## config.mk

```make
export PLATFORM = sky130hd
export DESIGN_NAME = pcsl_port_regs
export DESIGN_NICKNAME = d
export VERILOG_FILES = /design/src/pcsl_pkg.sv /design/src/pcsl_sticky_flag.sv /design/src/pcsl_port_regs.sv
export SDC_FILE = /design/constraint.sdc
export NUM_CORES = 1
export LEC_CHECK = 0
export BUFFER_PORTS_ARGS = -buffer_cell sky130_fd_sc_hd__buf_2
export CORE_MARGIN = 5
export CORE_UTILIZATION = 38
export CTS_BUF_LIST = sky130_fd_sc_hd__clkbuf_2
export CTS_CLUSTER_SIZE = 30
export DETAILED_ROUTE_END_ITERATION = 16
export PLACE_DENSITY = 0.77
export SYNTH_ARGS = -nofsm -noshare
export SYNTH_HDL_FRONTEND = slang
export SYNTH_SLANG_ARGS = --single-unit
```

## constraint.sdc

```tcl
create_clock -name clock -period 2 [get_ports clock]
set_clock_uncertainty 0.15 [all_clocks]
set_input_delay 0.1 -clock clock [delete_from_list [all_inputs] [get_ports clock]]
set_output_delay 0.1 -clock clock [all_outputs]
set_load 0.05 [all_outputs]
```

## src/pcsl_pkg.sv

```systemverilog
package pcsl_pkg;
    localparam int unsigned ADDR_W = 8;
    localparam int unsigned DATA_W = 32;
    localparam int unsigned NUM_ERR = 4;

    localparam logic [ADDR_W-1:0] OFS_DEV_ERR_STATUS = 8'hc8;
    localparam logic [ADDR_W-1:0] OFS_LINK_CAPS = 8'hcc;

    // Device control/status dword
    localparam int unsigned BIT_RPT_EN_LSB = 0;
    localparam int unsigned BIT_ERR_LSB = 16;
    localparam int unsigned BIT_AUX_PWR = 20;
    localparam int unsigned BIT_TXN_PEND = 21;
    localparam int unsigned BYTE_RPT_EN = 0;
    localparam int unsigned BYTE_ERR = 2;
    localparam logic AUX_PWR_RST = 1'b1;
    localparam logic TXN_PEND_VAL = 1'b0;

    // Error index order within the flag and enable groups
    localparam int unsigned ERR_CORR = 0;
    localparam int unsigned ERR_NONFATAL = 1;
    localparam int unsigned ERR_FATAL = 2;
    localparam int unsigned ERR_UNSUP = 3;

    // Link capabilities field layout
    localparam int unsigned LC_SPEED_LSB = 0;
    localparam int unsigned LC_SPEED_W = 4;
    localparam int unsigned LC_WIDTH_LSB = 4;
    localparam int unsigned LC_WIDTH_W = 6;
    localparam int unsigned LC_ASPM_LSB = 10;
    localparam int unsigned LC_ASPM_W = 2;
    localparam int unsigned LC_L0S_LSB = 12;
    localparam int unsigned LC_L0S_W = 3;
    localparam int unsigned LC_L1_LSB = 15;
    localparam int unsigned LC_L1_W = 3;
    localparam int unsigned LC_DLLA = 20;
    localparam int unsigned LC_BWN = 21;
    localparam int unsigned LC_PORT_LSB = 24;
    localparam int unsigned LC_PORT_W = 8;

    localparam logic [LC_SPEED_W-1:0] SPEED_RST = 4'h2;
    localparam logic [LC_WIDTH_W-1:0] WIDTH_RST = 6'h01;
    localparam logic [LC_ASPM_W-1:0] ASPM_RST = 2'h0;
    localparam logic [LC_L0S_W-1:0] L0S_RST = 3'h3;
    localparam logic [LC_L1_W-1:0] L1_RST = 3'h0;
endpackage

```

## src/pcsl_sticky_flag.sv

```systemverilog
`timescale 1ns/10ps
module pcsl_sticky_flag (
    input wire logic clock,
    input wire logic rst_n,
    input wire logic setEvt,
    input wire logic clearReq,
    output logic flag
);
    logic flag_r;
    logic flag_nxt;

    // Set wins over a same-cycle clear so no event is lost
    always_comb begin
        flag_nxt = setEvt | (flag_r & ~clearReq);
    end

    always_ff @(posedge clock or negedge rst_n) begin
        if (!rst_n) begin
            flag_r <= 1'b0;
        end else begin
            flag_r <= flag_nxt;
        end
    end

    assign flag = flag_r;
endmodule

```

## src/pcsl_port_regs.sv

```systemverilog
`timescale 1ns/10ps
// How it works
// - Correctable error event sets bit 16; sticky until software writes one; resets zero.
// - Non-fatal error event sets bit 17; write one clears, zero ignored; resets zero.
// - Fatal error event sets bit 18; cleared only by writing one; resets zero.
// - Unsupported request event sets bit 19; write one clears; resets zero.
// - All four flags log regardless of the reporting enables.
// - Bit 20 read-only shows auxiliary power detected; resets to one.
// - Transactions pending bit 21 always reads zero.
// - Link caps bits 3:0 give maximum speed; reset code 0010b for 5 Gb/s.
// - Bits 9:4 give maximum width, read-only; reset encodes one lane.
// - Bits 11:10 give ASPM support level; reset value 00b.
// - Bits 14:12 give L0s exit latency; reset 011b, 256ns up to 512ns.
// - Bits 17:15 give L1 exit latency; reset 000b, 16us up to 32us.
// - Data-link-active capability bit 20 zero upstream; one on hot-plug downstream ports.
// - Bandwidth notification bit 21 zero upstream, one on downstream ports.
// - Bits 31:24 hold port number; resets to the port index.
// - Speed, ASPM, latencies, port number loadable by side port; config writes ignored.
// - Four reporting enables in low half, gate reporting only, reset zero.
module pcsl_port_regs
    import pcsl_pkg::*;
#(
    parameter logic [LC_PORT_W-1:0] PORT_INDEX = 8'h00,
    parameter bit IS_UPSTREAM = 1'b1,
    parameter bit HOT_PLUG_CAPABLE = 1'b0
) (
    input wire logic clock,
    input wire logic rst_n,
    input wire logic cfgWrite,
    input wire logic cfgRead,
    input wire logic [ADDR_W-1:0] cfgAddr,
    input wire logic [DATA_W-1:0] cfgWrData,
    input wire logic [DATA_W/8-1:0] cfgByteEn,
    output logic [DATA_W-1:0] cfgRdData,
    output logic cfgRdValid,
    input wire logic sideLoad,
    input wire logic [DATA_W-1:0] sideLoadData,
    input wire logic corrErrEvt,
    input wire logic nonFatalErrEvt,
    input wire logic fatalErrEvt,
    input wire logic unsupReqEvt,
    input wire logic auxPowerPresent,
    output logic [NUM_ERR-1:0] errReportEn,
    output logic [NUM_ERR-1:0] errReport,
    output logic [NUM_ERR-1:0] errFlags
);
    localparam bit DLLA_VAL = !IS_UPSTREAM && HOT_PLUG_CAPABLE;
    localparam bit BWN_VAL = !IS_UPSTREAM;

    logic [NUM_ERR-1:0] errEvt;
    logic [NUM_ERR-1:0] errClear;
    logic [NUM_ERR-1:0] flagQ;
    logic wrStatus;
    logic rdStatus;
    logic rdCaps;

    logic [NUM_ERR-1:0] rptEn_r;
    logic [NUM_ERR-1:0] rptEn_nxt;
    logic [NUM_ERR-1:0] report_r;
    logic [NUM_ERR-1:0] report_nxt;
    logic auxPwr_r;
    logic auxPwr_nxt;
    logic [LC_SPEED_W-1:0] speed_r;
    logic [LC_SPEED_W-1:0] speed_nxt;
    logic [LC_ASPM_W-1:0] aspm_r;
    logic [LC_ASPM_W-1:0] aspm_nxt;
    logic [LC_L0S_W-1:0] l0s_r;
    logic [LC_L0S_W-1:0] l0s_nxt;
    logic [LC_L1_W-1:0] l1_r;
    logic [LC_L1_W-1:0] l1_nxt;
    logic [LC_PORT_W-1:0] portNum_r;
    logic [LC_PORT_W-1:0] portNum_nxt;
    logic [DATA_W-1:0] rdData_r;
    logic [DATA_W-1:0] rdData_nxt;
    logic rdValid_r;
    logic rdValid_nxt;
    logic [DATA_W-1:0] statusWord;
    logic [DATA_W-1:0] capsWord;

    assign errEvt[ERR_CORR] = corrErrEvt;
    assign errEvt[ERR_NONFATAL] = nonFatalErrEvt;
    assign errEvt[ERR_FATAL] = fatalErrEvt;
    assign errEvt[ERR_UNSUP] = unsupReqEvt;

    assign wrStatus = cfgWrite && (cfgAddr == OFS_DEV_ERR_STATUS);
    assign rdStatus = cfgAddr == OFS_DEV_ERR_STATUS;
    assign rdCaps = cfgAddr == OFS_LINK_CAPS;

    // One sticky cell per error kind; enables never reach the set input
    genvar gi;
    generate
        for (gi = 0; gi < NUM_ERR; gi++) begin : g_err
            assign errClear[gi] = wrStatus && cfgByteEn[BYTE_ERR] && cfgWrData[BIT_ERR_LSB + gi];
            pcsl_sticky_flag u_flag (
                .clock(clock),
                .rst_n(rst_n),
                .setEvt(errEvt[gi]),
                .clearReq(errClear[gi]),
                .flag(flagQ[gi])
            );
        end
    endgenerate

    always_comb begin
        rptEn_nxt = rptEn_r;
        if (wrStatus && cfgByteEn[BYTE_RPT_EN]) begin
            rptEn_nxt = cfgWrData[BIT_RPT_EN_LSB +: NUM_ERR];
        end
        // Reporting is the only thing the enables gate; they also read back in the status word and drive errReportEn
        report_nxt = errEvt & rptEn_r;
        auxPwr_nxt = auxPowerPresent;
    end

    always_ff @(posedge clock or negedge rst_n) begin
        if (!rst_n) begin
            rptEn_r <= '0;
            report_r <= '0;
            auxPwr_r <= AUX_PWR_RST;
        end else begin
            rptEn_r <= rptEn_nxt;
            report_r <= report_nxt;
            auxPwr_r <= auxPwr_nxt;
        end
    end

    // Capability defaults change only through the side port, never config writes
    always_comb begin
        speed_nxt = speed_r;
        aspm_nxt = aspm_r;
        l0s_nxt = l0s_r;
        l1_nxt = l1_r;
        portNum_nxt = portNum_r;
        if (sideLoad) begin
            speed_nxt = sideLoadData[LC_SPEED_LSB +: LC_SPEED_W];
            aspm_nxt = sideLoadData[LC_ASPM_LSB +: LC_ASPM_W];
            l0s_nxt = sideLoadData[LC_L0S_LSB +: LC_L0S_W];
            l1_nxt = sideLoadData[LC_L1_LSB +: LC_L1_W];
            portNum_nxt = sideLoadData[LC_PORT_LSB +: LC_PORT_W];
        end
    end

    always_ff @(posedge clock or negedge rst_n) begin
        if (!rst_n) begin
            speed_r <= SPEED_RST;
            aspm_r <= ASPM_RST;
            l0s_r <= L0S_RST;
            l1_r <= L1_RST;
            portNum_r <= PORT_INDEX;
        end else begin
            speed_r <= speed_nxt;
            aspm_r <= aspm_nxt;
            l0s_r <= l0s_nxt;
            l1_r <= l1_nxt;
            portNum_r <= portNum_nxt;
        end
    end

    always_comb begin
        statusWord = '0;
        statusWord[BIT_RPT_EN_LSB +: NUM_ERR] = rptEn_r;
        statusWord[BIT_ERR_LSB +: NUM_ERR] = flagQ;
        statusWord[BIT_AUX_PWR] = auxPwr_r;
        statusWord[BIT_TXN_PEND] = TXN_PEND_VAL;
        capsWord = '0;
        capsWord[LC_SPEED_LSB +: LC_SPEED_W] = speed_r;
        capsWord[LC_WIDTH_LSB +: LC_WIDTH_W] = WIDTH_RST;
        capsWord[LC_ASPM_LSB +: LC_ASPM_W] = aspm_r;
        capsWord[LC_L0S_LSB +: LC_L0S_W] = l0s_r;
        capsWord[LC_L1_LSB +: LC_L1_W] = l1_r;
        capsWord[LC_DLLA] = DLLA_VAL;
        capsWord[LC_BWN] = BWN_VAL;
        capsWord[LC_PORT_LSB +: LC_PORT_W] = portNum_r;
    end

    // Read data captured a cycle later; unmapped offsets return zero
    always_comb begin
        rdValid_nxt = cfgRead;
        rdData_nxt = rdData_r;
        if (cfgRead) begin
            if (rdStatus) begin
                rdData_nxt = statusWord;
            end else if (rdCaps) begin
                rdData_nxt = capsWord;
            end else begin
                rdData_nxt = '0;
            end
        end
    end

    always_ff @(posedge clock or negedge rst_n) begin
        if (!rst_n) begin
            rdData_r <= '0;
            rdValid_r <= 1'b0;
        end else begin
            rdData_r <= rdData_nxt;
            rdValid_r <= rdValid_nxt;
        end
    end

    assign cfgRdData = rdData_r;
    assign cfgRdValid = rdValid_r;
    assign errReportEn = rptEn_r;
    assign errReport = report_r;
    assign errFlags = flagQ;
endmodule

```

# Word-level counts from Yosys, hierarchy flattened
# Index checks and enable logic that the tools add are counted.
# classes
n_eq_ne,2
bitwise_logic,13
n_mux,2
n_reduce_logical,7
# op_table
cell,n
32-bit two-way mux,2
8-bit == test (second input constant),2
1-bit logical AND,7
1-bit AND,4
4-bit AND,1
1-bit inverter,4
1-bit bitwise OR,4
# word_totals
out_inout_bits,45
ff_bits,66
wordCells,38
input_bits,86

# Logic depth before layout (Yosys ltp)
# Gate-level depths: netlist of run 1.
# depth
word_depth,7
mapped_depth,6
ltp_nobuf,3

# Hierarchy
# From an unflattened synthesis of run 1, not the netlist that was laid out.
# hier_totals
cells_unflattened,196
area_unflattened_um2,2372.3
# modules_own_cells
module,area_per_inst_um2,cells_each,seq_area_each_um2,n_inst
pcsl_port_regs,2227.1,184,1356.3,1
pcsl_sticky_flag,36.3,3,25.0,4

# Least setup slack after synthesis of run 1
# No wires, ideal clock.
# synth_timing
path_kind,input to register
start,in cfgAddr[1]
end,"reg rptEn_r[0], in the netlist errReportEn[0]"
stages,4
slack_ns,0.422
arrival_ns,1.303
setup_ns,0.125
n_path_buf,1
t_required_ns,1.725
path_cell_list,or3b_1 > buf_6 > nor4_4 > mux2_2
# synth_via
elab_chain_len,3
# synth_rtl
element,line,source
start: declaration,pcsl_port_regs.sv:31,"input wire logic [ADDR_W-1:0] cfgAddr,"
8-bit == test,pcsl_port_regs.sv:85,assign wrStatus = cfgWrite && (cfgAddr == OFS_DEV_ERR_STATUS);
1-bit logical AND,pcsl_port_regs.sv:85,
1-bit logical AND,pcsl_port_regs.sv:106,if (wrStatus && cfgByteEn[BYTE_RPT_EN]) begin
end signal: assignment,pcsl_port_regs.sv:120,rptEn_r <= rptEn_nxt;
end: declaration,pcsl_port_regs.sv:57,logic [NUM_ERR-1:0] rptEn_r;
# Every way passes these cells.
# A chain may end at the register's enable or synchronous reset.

# Worst setup path after layout of run 1
# layout_timing
start,in cfgWrData[16]
end,reg g_err[0].u_flag.flag_r
# layout_via
elab_chain_len,4
# layout_rtl
element,line,source
start: declaration,pcsl_port_regs.sv:32,"input wire logic [DATA_W-1:0] cfgWrData,"
1-bit logical AND,pcsl_port_regs.sv:93,assign errClear[gi] = wrStatus && cfgByteEn[BYTE_ERR] && cfgWrData[BIT_ERR_LSB + gi];
1-bit inverter,pcsl_sticky_flag.sv:14,flag_nxt = setEvt | (flag_r & ~clearReq);
1-bit AND,pcsl_sticky_flag.sv:14,
1-bit bitwise OR,pcsl_sticky_flag.sv:14,
via g_err[0].u_flag.flag_nxt,pcsl_sticky_flag.sv:10,logic flag_nxt;
end signal: assignment,pcsl_sticky_flag.sv:21,flag_r <= flag_nxt;
end: declaration,pcsl_sticky_flag.sv:9,logic flag_r;
# The timed path passes the listed nets, and every way through them passes these cells.

==> results by group, run 1 <==
Status
  – Outcome: finished, violations left
  – Failing checks: setup timing

CTS
  – CTS tree: built
  – H-Tree Depth: 3
  – Clk slew on worst S/H paths: 0.16 ns
  – CTS sink count: just under 60
  – Post-cts sizing count: 0
  – Total CTS buffers: 9
  – Root buffer cell: clkbuf_2
  – Clk_lat worst skew: between 0.4 and 0.5 ns
  – Clock Path Buffers: 2

GRT
  – Largest net degree at the start of global routing: just under 60
  – Gr usage total: 0.142
  – Global-route wire length before repair: 9470 um
  – Vias in the first global route: 2008
  – Grt total ovfl: 0
  – Initial antenna violation count: 0

Pwr
  – Switching Share: 0.228
  – Leak: 1.72 nW
  – Sequential share of power: 0.476
  – Sw Pwr: 0.598 mW
  – Int Power: 2.03 mW
  – Combinational share of power: 0.117
  – Pwr per Cell Area: approximately 740 nW/um^2
  – Clock power share: 0.407
  – Final Power: 2.62 mW
  – VDD IR-drop max: 0.000397 V

Timing
  – Slew HR: 0.511
  – Worst-Margin Slew: 0.733 ns
  – Count of final hold-check violations: 0
  – Max Clock Freq: 499 MHz
  – Endpoints failing setup: 1
  – Fin crit period: 2.01 ns
  – Crit share post-route: 1.00
  – RSZ-0062 raised after global routing: false
  – Max-slew violation count: 0
  – Setup TNS: -0.00531 ns
  – Final WS setup: -0.00531 ns

Hold path
  – Hold crit path type: in2reg
  – Worst Hold End: portNum_r[7]$_DFFE_PN0P_
  – Hold Startpoint: sideLoad
  – Worst Hold Depth: 2

Die
  – Core Footprint: 6420 um^2
  – Die Height: 91.7 um
  – Initial Util: 0.395
  – Die area: 8410 um^2
  – Die X: 91.7 um
  – Cell Rows: 29
  – # IOs: 131

Route
  – Remaining antenna violation count after routing: 0
  – Routed len/inst: 13.8 um
  – Vias post-DR: around 1900
  – DR iter-0 viols: 25
  – Drt pass-1 iters: 4
  – Routed vias/inst: between 4 and 5
  – DRT Wirelength: about 5700 um
  – DRC: 0

Flow run
  – Max cap viols: 0

Worst setup path
  – Top cell by count, worst path: dlygate4sd3_1
  – CP max stage cell: dlygate4sd3_1
  – WP data required: 2.18 ns
  – Max stage delay on crit path: 0.59 ns
  – Crit path capture type: flip-flop
  – CP Max Fanout: 1
  – Reg-to-Reg End: errReportEn[3]$_DFFE_PN0P_
  – Crit path kind: in2reg
  – Startpoint Class: input port
  – Worst r2r src: errReportEn[3]$_DFFE_PN0P_
  – Critical Path AT: approximately 2.2 ns
  – Reg2Reg Depth: 2
  – Cell Chain, Critical Path: dlygate4sd3_1, buf_2, nand2_1, dlygate4sd3_1, o41ai_1, dlygate4sd3_1, nand2b_1
  – Reg2Reg Setup Slack: ~0.48 ns

Synthesis
  – Number of synthesized flops with an enable pin: 0
  – Cell Area, Synth: approximately 2500 um^2
  – Average size of a mapped cell: approximately 12 um^2
  – Synth Instances: 207
  – Post-synthesis sequential area ratio: 0.574
  – Post-synth top flop: dfrtp_1
  – Synth warnings: 0
  – Synth Register Bits: slightly below 60
  – Post-synth ARST share: 1.00
  – Cell variety after synth: 24

Layout
  – Most common cell after layout, fill and taps aside: buf_2
  – Total Nets Final: 416
  – Ant diodes: 0
  – Layout area overhead: 39.3%
  – Commonest cells after routing, fill and taps aside: 84 x buf_2, 54 x dfrtp_1, 41 x dlygate4sd3_1
  – Share of cells above drive strength 1: 0.451

Placement
  – Placer congestion estimate: 0.716
  – Post-DP HPWL: ~3900 um
  – Port bufs: 84
  – Worst slack, placed: 0.201 ns
power groups by stage:
| stage | clock network (mW) | logic [mW] | registers [mW] |
|---|---|---|---|
| global route | 1.16 | 0.336 | 1.26 |
| global placement | 0 | 0.250 | 1.27 |
| CTS | 1.11 | 0.310 | 1.25 |
| finish | 1.07 | 0.306 | 1.25 |
| floorplan | 0 | 0.156 | 1.28 |
| detailed placement | 0 | 0.257 | 1.27 |
worst max path at each step:
stage / slack, ns / cells after the start / from / to
after global routing: 0.02 / 7 / cfgWrData[16] / g_err[0].u_flag.flag$_DFF_PN0_
final: -0.005 / 7 / cfgWrData[16] / g_err[0].u_flag.flag$_DFF_PN0_
after floorplan: 0.42 / 4 / cfgAddr[1] / errReportEn[0]$_DFFE_PN0P_
after CTS: 0.07 / 7 / cfgWrData[16] / g_err[0].u_flag.flag$_DFF_PN0_
after global placement: 0.21 / 4 / cfgAddr[1] / errReportEn[3]$_DFFE_PN0P_
after detailed placement: 0.20 / 4 / cfgAddr[1] / errReportEn[2]$_DFFE_PN0P_
routing by layer:
| layer | GRT usage | part of all wire | up-vias | wire length [um] |
|---|---|---|---|---|
| met1 | 0.171 | 0.43 | 903 | 2410 |
| met4 | 0.0718 | 0.016 | 0 | 91 |
| li1 | - | - | 918 | - |
| met3 | 0.0336 | 0.047 | 10 | 265 |
| met2 | 0.237 | 0.51 | 55 | 2910 |
| met5 | 0 | 0 | - | 0 |
flip-flops by register name, indices dropped and copies added, names as in the netlist:
| register | flops |
|---|---|
| aspm_r | 2 |
| g_err.u_flag.flag | 4 |
| portNum_r | 8 |
| errReportEn | 4 |
| cfgRdValid | 1 |
| l0s_r | 3 |
| speed_r | 4 |
| auxPwr_r | 1 |
| errReport | 4 |
| cfgRdData | 24 |
| l1_r | 3 |
worst max-delay path: cells and delay by family:
family | cells | cell delay (ns)
AND/OR/NAND/NOR | 2 | 0.10
AO/OA/AOI/OAI | 1 | 0.22
buffers and inverters | 4 | 1.77
cell families (layout without fill, tap and decap cells):
group                  after synthesis  in the layout  synth area share
other                                1              8           0.00148
AND/OR/NAND/NOR                     42             42            0.0883
multiplexers                        31             31             0.137
buffers and inverters               48            169             0.101
flip-flops                          58             58             0.574
AO/OA/AOI/OAI                       27             27            0.0981
stage by stage:
stage | instance area, um^2 | std cells | hold WS [ns] | utilization
CTS | 3530 | 412 | 0.0331 | 0.550
detailed placement | 2950 | 355 | 0.0626 | 0.459
global route | 3530 | 412 | 0.0258 | 0.550
finish | 3530 | 412 | 0.0848 | 0.550
global placement | 2950 | 355 | 0.0638 | 0.459
floorplan | 2560 | 214 | -0.346 | -
cell type report:
type | count | area, um^2
repair buffers | 130 | 868
clock buffers | 9 | 45.0
fillers | 571 | 2890
multi-input cells | 108 | 851
flip-flops and latches | 58 | 1460
inverters | 23 | 86.3
well taps | 77 | 96.3
clock inverters | 7 | 131
synth_stat cells, types with 4 or more instances:
library cell | number | area share
inv_1 | 23 | 0.034
mux2_2 | 30 | 0.13
clkbuf_1 | 10 | 0.015
o22ai_2 | 10 | 0.049
o22ai_1 | 10 | 0.025
dfstp_2 | 4 | 0.041
o41ai_1 | 4 | 0.014
and2_1 | 4 | 0.0099
dfrtp_1 | 54 | 0.53
nand2_1 | 24 | 0.036
buf_4 | 12 | 0.036
nand2b_1 | 5 | 0.012
timing repair:
action	4_1_cts	5_1_grt
buffers inserted	0	0
endpoints found under the hold margin	105	0
setup endpoints to repair	0	0
hold buffers	41	0
Power figures use the tool's default switching activity.
==> run 2, diff against run 1 <==
--- a/config.mk
+++ b/config.mk
@@ -6,7 +6,6 @@
 export NUM_CORES = 1
 export LEC_CHECK = 0
 export BUFFER_PORTS_ARGS = -buffer_cell sky130_fd_sc_hd__buf_2
-export CORE_MARGIN = 5
 export CORE_UTILIZATION = 38
 export CTS_BUF_LIST = sky130_fd_sc_hd__clkbuf_2
 export CTS_CLUSTER_SIZE = 30
==> constraint.sdc (replaced) <==
create_clock -name clock -period 2.1 [get_ports clock]
set_clock_uncertainty 0.15 [all_clocks]
set_input_delay 0.105 -clock clock [delete_from_list [all_inputs] [get_ports clock]]
set_output_delay 0.105 -clock clock [all_outputs]
set_load 0.05 [all_outputs]
==> run 2 against run 1 <==
Compared with the run above: the flow now finishes without violations; combinational power fell by 1%; setup slack gained 0.22 ns; clock-buffer cell count is the same; critical endpoint is now errReportEn[2]$_DFFE_PN0P_.
==> results by group, run 2 (synthesis results as in run 1) <==
GRT
  – Initial antenna violation count: 0 (unchanged)
  – Largest net degree at the start of global routing: 34 (was 59)
  – Global-route wire length before repair: 9070 um (was 9470 um)
  – Grt total ovfl: 0 (unchanged)
  – Vias in the first global route: 1852 (was 2008)
  – Gr usage total: 0.172 (was 0.142)

Layout
  – Share of cells above drive strength 1: 0.451 (unchanged)
  – Max FFs per register: 24 (unchanged)
  – Non-Filler Instances: 412 (unchanged)
  – Layout area overhead: 39.0% (was 39.3%)
  – Post-Route Utilization: 0.552 (was 0.550)
  – # fillers: 559 (was 571)
  – Most common cell after layout, fill and taps aside: buf_2 (unchanged)
  – Ant diodes: 0 (unchanged)
  – Design area: 3530 um^2 (about the same)
  – Commonest cells after routing, fill and taps aside: 84 x buf_2, 54 x dfrtp_1, 43 x dlygate4sd3_1 (was 84 x buf_2, 54 x dfrtp_1, 41 x dlygate4sd3_1)
  – Total Nets Final: 416 (unchanged)

Placement
  – DP Area: 2960 um^2 (was 2950 um^2)
  – Worst slack, placed: 0.269 ns (was 0.201 ns)
  – Placer congestion estimate: 0.785 (was 0.716)
  – Post-DP HPWL: 3640 um (was 3940 um)
  – Placed insts: 353 (was 355)
  – Port bufs: 84 (unchanged)

Timing
  – Fin crit period: 1.88 ns
  – Endpoints failing setup: 0 (was 1)
  – Hold slack: 0.0494 ns (was 0.0848 ns)
  – Final WS setup: 0.219 ns (was -0.00531 ns)
  – Crit share post-route: 0.896
  – Count of final hold-check violations: 0 (unchanged)
  – Max-slew violation count: 0 (unchanged)
  – Max Clock Freq: 532 MHz
  – Setup TNS: 0 ns (was -0.00531 ns)
  – RSZ-0062 raised after global routing: false (unchanged)
  – Worst-Margin Slew: 0.803 ns (was 0.733 ns)
  – Slew HR: 0.463 (was 0.511)

Pwr
  – Final Power: 2.31 mW (was 2.62 mW)
  – Pwr per Cell Area: 656 nW/um^2 (was 742 nW/um^2)
  – Switching Share: 0.265 (was 0.228)
  – Leak: 1.69 nW (was 1.72 nW)
  – Combinational share of power: 0.130 (was 0.117)
  – Int Power: 1.70 mW (was 2.03 mW)
  – Sequential share of power: 0.514 (was 0.476)
  – VDD IR-drop max: 0.000396 V (was 0.000397 V)
  – Clock power share: 0.355 (was 0.407)
  – Sw Pwr: 0.613 mW (was 0.598 mW)

Route
  – Drt pass-1 iters: 4 (unchanged)
  – DRT Wirelength: 5730 um (was 5680 um)
  – Remaining antenna violation count after routing: 0 (unchanged)
  – Routed vias/inst: 4.60 (was 4.58)
  – Vias post-DR: 1894 (was 1886)
  – DR iter-0 viols: 56 (was 25)
  – DRC: 0 (unchanged)
  – Routed len/inst: 13.9 um (was 13.8 um)

Die
  – Die X: 83.7 um (was 91.7 um)
  – Die area: 7010 um^2 (was 8410 um^2)
  – # IOs: 131 (unchanged)
  – Cell Rows: 29 (unchanged)
  – Initial Util: 0.397 (was 0.395)
  – Core Footprint: 6390 um^2 (was 6420 um^2)
  – Die Height: 83.7 um (was 91.7 um)

Worst setup path
  – Worst Path Buf+Inv: 2 (was 4)
  – CP max stage cell: dlygate4sd3_1 (unchanged)
  – CP Max Fanout: 8 (was 1)
  – Crit-path leading delay family: simple AND/OR/NAND/NOR gates (was buffers and inverters)
  – Crit path kind: in2reg (unchanged)
  – WP data required: 2.32 ns (was 2.18 ns)
  – Crit path capture type: flip-flop (unchanged)
  – Startpoint Class: input port (unchanged)
  – Critical Path AT: 2.10 ns (was 2.19 ns)
  – Cell Chain, Critical Path: buf_2, or3b_1, nor4_4, mux2_2, dlygate4sd3_1 (was dlygate4sd3_1, buf_2, nand2_1, dlygate4sd3_1, o41ai_1, dlygate4sd3_1, nand2b_1)
  – Max stage delay on crit path: 0.55 ns (was 0.59 ns)

Hold path
  – Hold crit path type: in2reg (unchanged)

CTS
  – CTS sink count: 58 (unchanged)
  – Clk_lat worst skew: 0.47 ns (was 0.44 ns)
  – CTS tree: built (unchanged)
  – Clk slew on worst S/H paths: 0.16 ns (about the same)
  – Post-CTS Setup Bufs: 0 (unchanged)
  – Root buffer cell: clkbuf_2 (unchanged)
  – H-Tree Depth: 3 (unchanged)
  – Clock Path Buffers: 2 (unchanged)
  – Total CTS buffers: 9 (unchanged)

Status
  – Outcome: finished, final reports clean (was finished, violations left)

Flow run
  – Max cap viols: 0 (unchanged)
## run 2: layout make-up
cell class | count | area [um^2] | area share
Inverter | 23 | 86.3 | 0.0245
Timing Repair Buffer | 130 | 898 | 0.255
Multi-Input combinational cell | 108 | 851 | 0.241
Tap cell | 77 | 96.3 | 0.0273
Clock inverter | 7 | 93.8 | 0.0266
Sequential cell | 58 | 1460 | 0.413
Clock buffer | 9 | 45.0 | 0.0128
## run 2: timing repair
item | 4_1_cts | 5_1_grt
hold buffers | 41 | 2
resized for setup | 0 | 0
endpoints found under the hold margin | 100 | 3
## run 2: worst reg2reg max path: stages, from the launching register on
cell	delay, ns
dfrtp_1	0.45
mux2_2	0.28
dlygate4sd3_1	0.55
## run 2: path summary, 6_finish.rpt
path / to / slack, ns / from / cells past startpoint
min reg2reg: cfgRdData[12]$_DFFE_PN0P_ / 0.38 / l0s_r[0]$_DFFE_PN1P_ / 2
max reg2reg: errReportEn[2]$_DFFE_PN0P_ / 0.59 / errReportEn[2]$_DFFE_PN0P_ / 2
min: cfgRdData[16]$_DFFE_PN0P_ / 0.05 / cfgAddr[2] / 4
max: errReportEn[2]$_DFFE_PN0P_ / 0.22 / cfgAddr[1] / 5
max in group asynchronous: cfgRdData[12]$_DFFE_PN0P_ / 0.64 / rst_n / 3
min in group asynchronous: cfgRdData[1]$_DFFE_PN0P_ / 0.45 / rst_n / 3
## run 2: power by group through the flow
| stage | clock [mW] | sequential, mW | combinational [mW] |
|---|---|---|---|
| finish | 0.823 | 1.19 | 0.302 |
| global route | 0.902 | 1.20 | 0.328 |
| CTS | 0.849 | 1.19 | 0.300 |
| detailed placement | 0 | 1.21 | 0.248 |
| global placement | 0 | 1.21 | 0.243 |
| floorplan | 0 | 1.22 | 0.149 |
## run 2: layer usage
metal  up-vias  GRT usage  wire, um
met2        54      0.292      2910
li1        917          -         -
met5         -          0         0
met4         0     0.0709       125
met1       910      0.200      2460
met3        13     0.0554       231
==> run 3, diff against run 2 <==
--- a/config.mk
+++ b/config.mk
@@ -7,7 +7,7 @@
 export LEC_CHECK = 0
 export BUFFER_PORTS_ARGS = -buffer_cell sky130_fd_sc_hd__buf_2
 export CORE_UTILIZATION = 38
-export CTS_BUF_LIST = sky130_fd_sc_hd__clkbuf_2
+export CTS_BUF_LIST = sky130_fd_sc_hd__clkbuf_8
 export CTS_CLUSTER_SIZE = 30
 export DETAILED_ROUTE_END_ITERATION = 16
 export PLACE_DENSITY = 0.77
==> run 3 against run 2 <==
Compared with the run above: combinational power fell by 4%; total power up 14%; die area unchanged; utilization about the same; register-to-register slack better by 0.11 ns; via count down 0.84%; worst hold slack gained 0.065 ns; clock-buffer cell count increased by 1; setup slack improved by 0.11 ns; largest cell class unchanged; non-clock buffer count down 9; highest routed layer unchanged.
==> results by group, run 3 (synthesis results as in run 1) <==
Status
  – Outcome: finished, final reports clean (unchanged)

Route
  – Top Layer Used: met4 (unchanged)
  – WL met3: 280 um (was 231 um)
  – DRT Wirelength: 5540 um (was 5730 um)
  – Routed len/inst: 13.8 um (was 13.9 um)
  – Met1 Routed Length: 2320 um (was 2460 um)
  – Remaining antenna violation count after routing: 0 (unchanged)
  – Routed vias/inst: 4.66 (was 4.60)
  – Drt pass-1 iters: 4 (unchanged)
  – DR iter-0 viols: 64 (was 56)
  – Met2 routed WL: 2830 um (was 2910 um)
  – DRC: 0 (unchanged)
  – Vias post-DR: 1878 (was 1894)

Pwr
  – VDD IR-drop max: 0.000385 V (was 0.000396 V)
  – Final Power: 2.63 mW (was 2.31 mW)
  – Leak: 1.68 nW (was 1.69 nW)
  – Switching Share: 0.239 (was 0.265)
  – Sequential share of power: 0.452 (was 0.514)
  – Pwr per Cell Area: 747 nW/um^2 (was 656 nW/um^2)
  – Sw Pwr: 0.629 mW (was 0.613 mW)
  – Clock power share: 0.438 (was 0.355)
  – Combinational share of power: 0.110 (was 0.130)
  – Int Power: 2.00 mW (was 1.70 mW)

Layout
  – Ant diodes: 0 (unchanged)
  – Max FFs per register: 24 (unchanged)
  – Register area: 1460 um^2 (unchanged)
  – Share of cells above drive strength 1: 0.466 (was 0.451)
  – # fillers: 552 (was 559)
  – Commonest cells after routing, fill and taps aside: 84 x buf_2, 54 x dfrtp_1, 34 x dlygate4sd3_1 (was 84 x buf_2, 54 x dfrtp_1, 43 x dlygate4sd3_1)
  – Multi-input gate area: 851 um^2 (unchanged)
  – Total Nets Final: 407 (was 416)
  – Layout area overhead: 39.0% (about the same)
  – Most common cell after layout, fill and taps aside: buf_2 (unchanged)

Worst setup path
  – CP Max Fanout: 8 (unchanged)
  – CP max stage cell: dlygate4sd3_1 (unchanged)
  – Crit path capture type: flip-flop (unchanged)
  – Worst Path Buf+Inv: 2 (unchanged)
  – WP data required: 2.17 ns (was 2.32 ns)
  – Max stage delay on crit path: 0.57 ns (was 0.55 ns)
  – Crit path kind: in2reg (unchanged)
  – WP depth: 5 (unchanged)
  – Cell Chain, Critical Path: buf_2, or3b_1, o41ai_1, nand2b_1, dlygate4sd3_1 (was buf_2, or3b_1, nor4_4, mux2_2, dlygate4sd3_1)
  – Critical Path AT: 1.84 ns (was 2.10 ns)
  – Crit-path leading delay family: buffers and inverters (was simple AND/OR/NAND/NOR gates)
  – Startpoint Class: input port (unchanged)
  – Reg2Reg Depth: 3 (was 2)

Die
  – # IOs: 131 (unchanged)
  – Core Footprint: 6390 um^2 (unchanged)
  – Die Height: 83.7 um (unchanged)
  – Die area: 7010 um^2 (unchanged)
  – Initial Util: 0.397 (unchanged)
  – Cell Rows: 29 (unchanged)
  – Die X: 83.7 um (unchanged)

CTS
  – Total CTS buffers: 9 (unchanged)
  – CTS sink count: 58 (unchanged)
  – Root buffer cell: clkbuf_8 (was clkbuf_2)
  – Clock Path Buffers: 2 (unchanged)
  – H-Tree Depth: 3 (unchanged)
  – Clk_lat worst skew: 0.33 ns (was 0.47 ns)
  – Clk slew on worst S/H paths: 0.07 ns (was 0.16 ns)
  – CTS tree: built (unchanged)
  – Post-CTS Setup Bufs: 0 (unchanged)

Hold path
  – Worst Hold Depth: 3 (was 4)
  – Hold crit path type: in2reg (unchanged)

Timing
  – Crit share post-route: 0.845 (was 0.896)
  – Worst-Margin Slew: 0.606 ns (was 0.803 ns)
  – Count of final hold-check violations: 0 (unchanged)
  – RSZ-0062 raised after global routing: false (unchanged)
  – Max Clock Freq: 564 MHz (was 532 MHz)
  – Setup TNS: 0 ns (unchanged)
  – Max-slew violation count: 0 (unchanged)
  – Slew HR: 0.596 (was 0.463)
  – Fin crit period: 1.77 ns (was 1.88 ns)
  – Endpoints failing setup: 0 (unchanged)

GRT
  – Initial antenna violation count: 0 (unchanged)
  – Vias in the first global route: 1823 (was 1852)
  – Grt total ovfl: 0 (unchanged)
  – Global-route wire length before repair: 8860 um (was 9070 um)
  – Largest net degree at the start of global routing: 34 (unchanged)
  – Gr usage total: 0.169 (was 0.172)

Flow run
  – Max cap viols: 0 (unchanged)

Placement
  – Port bufs: 84 (unchanged)
  – Placer congestion estimate: 0.785 (unchanged)
  – Post-DP HPWL: 3640 um (unchanged)
## run 3: changes by cell type in the layout (fill, tap and decap cells not counted), sizes merged
cell	before	now
dlygate4sd3	43	34
clkbuf	9	10
clkinv	1	0
## run 3: per-stage QoR
step                hold WS, ns  std cells  setup WS, ns  utilization  instance area [um^2]
floorplan                -0.341        214         0.517            -                  2560
global placement        -0.0140        353         0.294        0.463                  2960
detailed placement     -0.00743        353         0.269        0.463                  2960
CTS                       0.102        403         0.357        0.552                  3530
global route              0.101        403         0.299        0.552                  3530
finish                    0.115        403         0.327        0.552                  3530
## run 3: what timing repair did
action	CTS	global route
hold buffers	34	0
gates resized for setup	0	0
endpoints found under the hold margin	58	0
## run 3: worst reg2reg max path: stages (launching register included)
cell and delay, ns:
dfrtp_1 0.39, o41ai_1 0.08, nand2b_1 0.09, dlygate4sd3_1 0.57
## run 3: worst paths after layout
| kind | startpoint | to | slack (ns) |
|---|---|---|---|
| max | cfgAddr[1] | g_err[1].u_flag.flag$_DFF_PN0_ | 0.33 |
| min | cfgRead | cfgRdData[16]$_DFFE_PN0P_ | 0.11 |
| max reg2reg | g_err[1].u_flag.flag$_DFF_PN0_ | g_err[1].u_flag.flag$_DFF_PN0_ | 0.70 |
| min reg2reg | portNum_r[1]$_DFFE_PN0P_ | portNum_r[1]$_DFFE_PN0P_ | 0.36 |
| max in group asynchronous | rst_n | auxPwr_r$_DFF_PN1_ | 0.95 |
| min in group asynchronous | rst_n | errReport[0]$_DFF_PN0_ | 0.18 |
## run 3: final cells by class
cell class | count | share of cell area
inverters | 23 | 0.0245
well taps | 77 | 0.0273
flip-flops and latches | 58 | 0.413
repair buffers | 121 | 0.229
clock buffers | 10 | 0.0390
clock inverters | 6 | 0.0256
multi-input cells | 108 | 0.241
## run 3: metal layers
metal,vias up,track usage
met5,-,0
met1,899,0.195
li1,898,-
met2,68,0.282
met4,0,0.0832
met3,13,0.0554
## run 3: power groups by stage
| stage | Clock, mW | Combinational, mW | Sequential [mW] |
|---|---|---|---|
| floorplan | 0 | 0.149 | 1.22 |
| global placement | 0 | 0.243 | 1.21 |
| detailed placement | 0 | 0.248 | 1.21 |
| CTS | 1.19 | 0.292 | 1.19 |
| global route | 1.24 | 0.315 | 1.19 |
| finish | 1.15 | 0.290 | 1.19 |
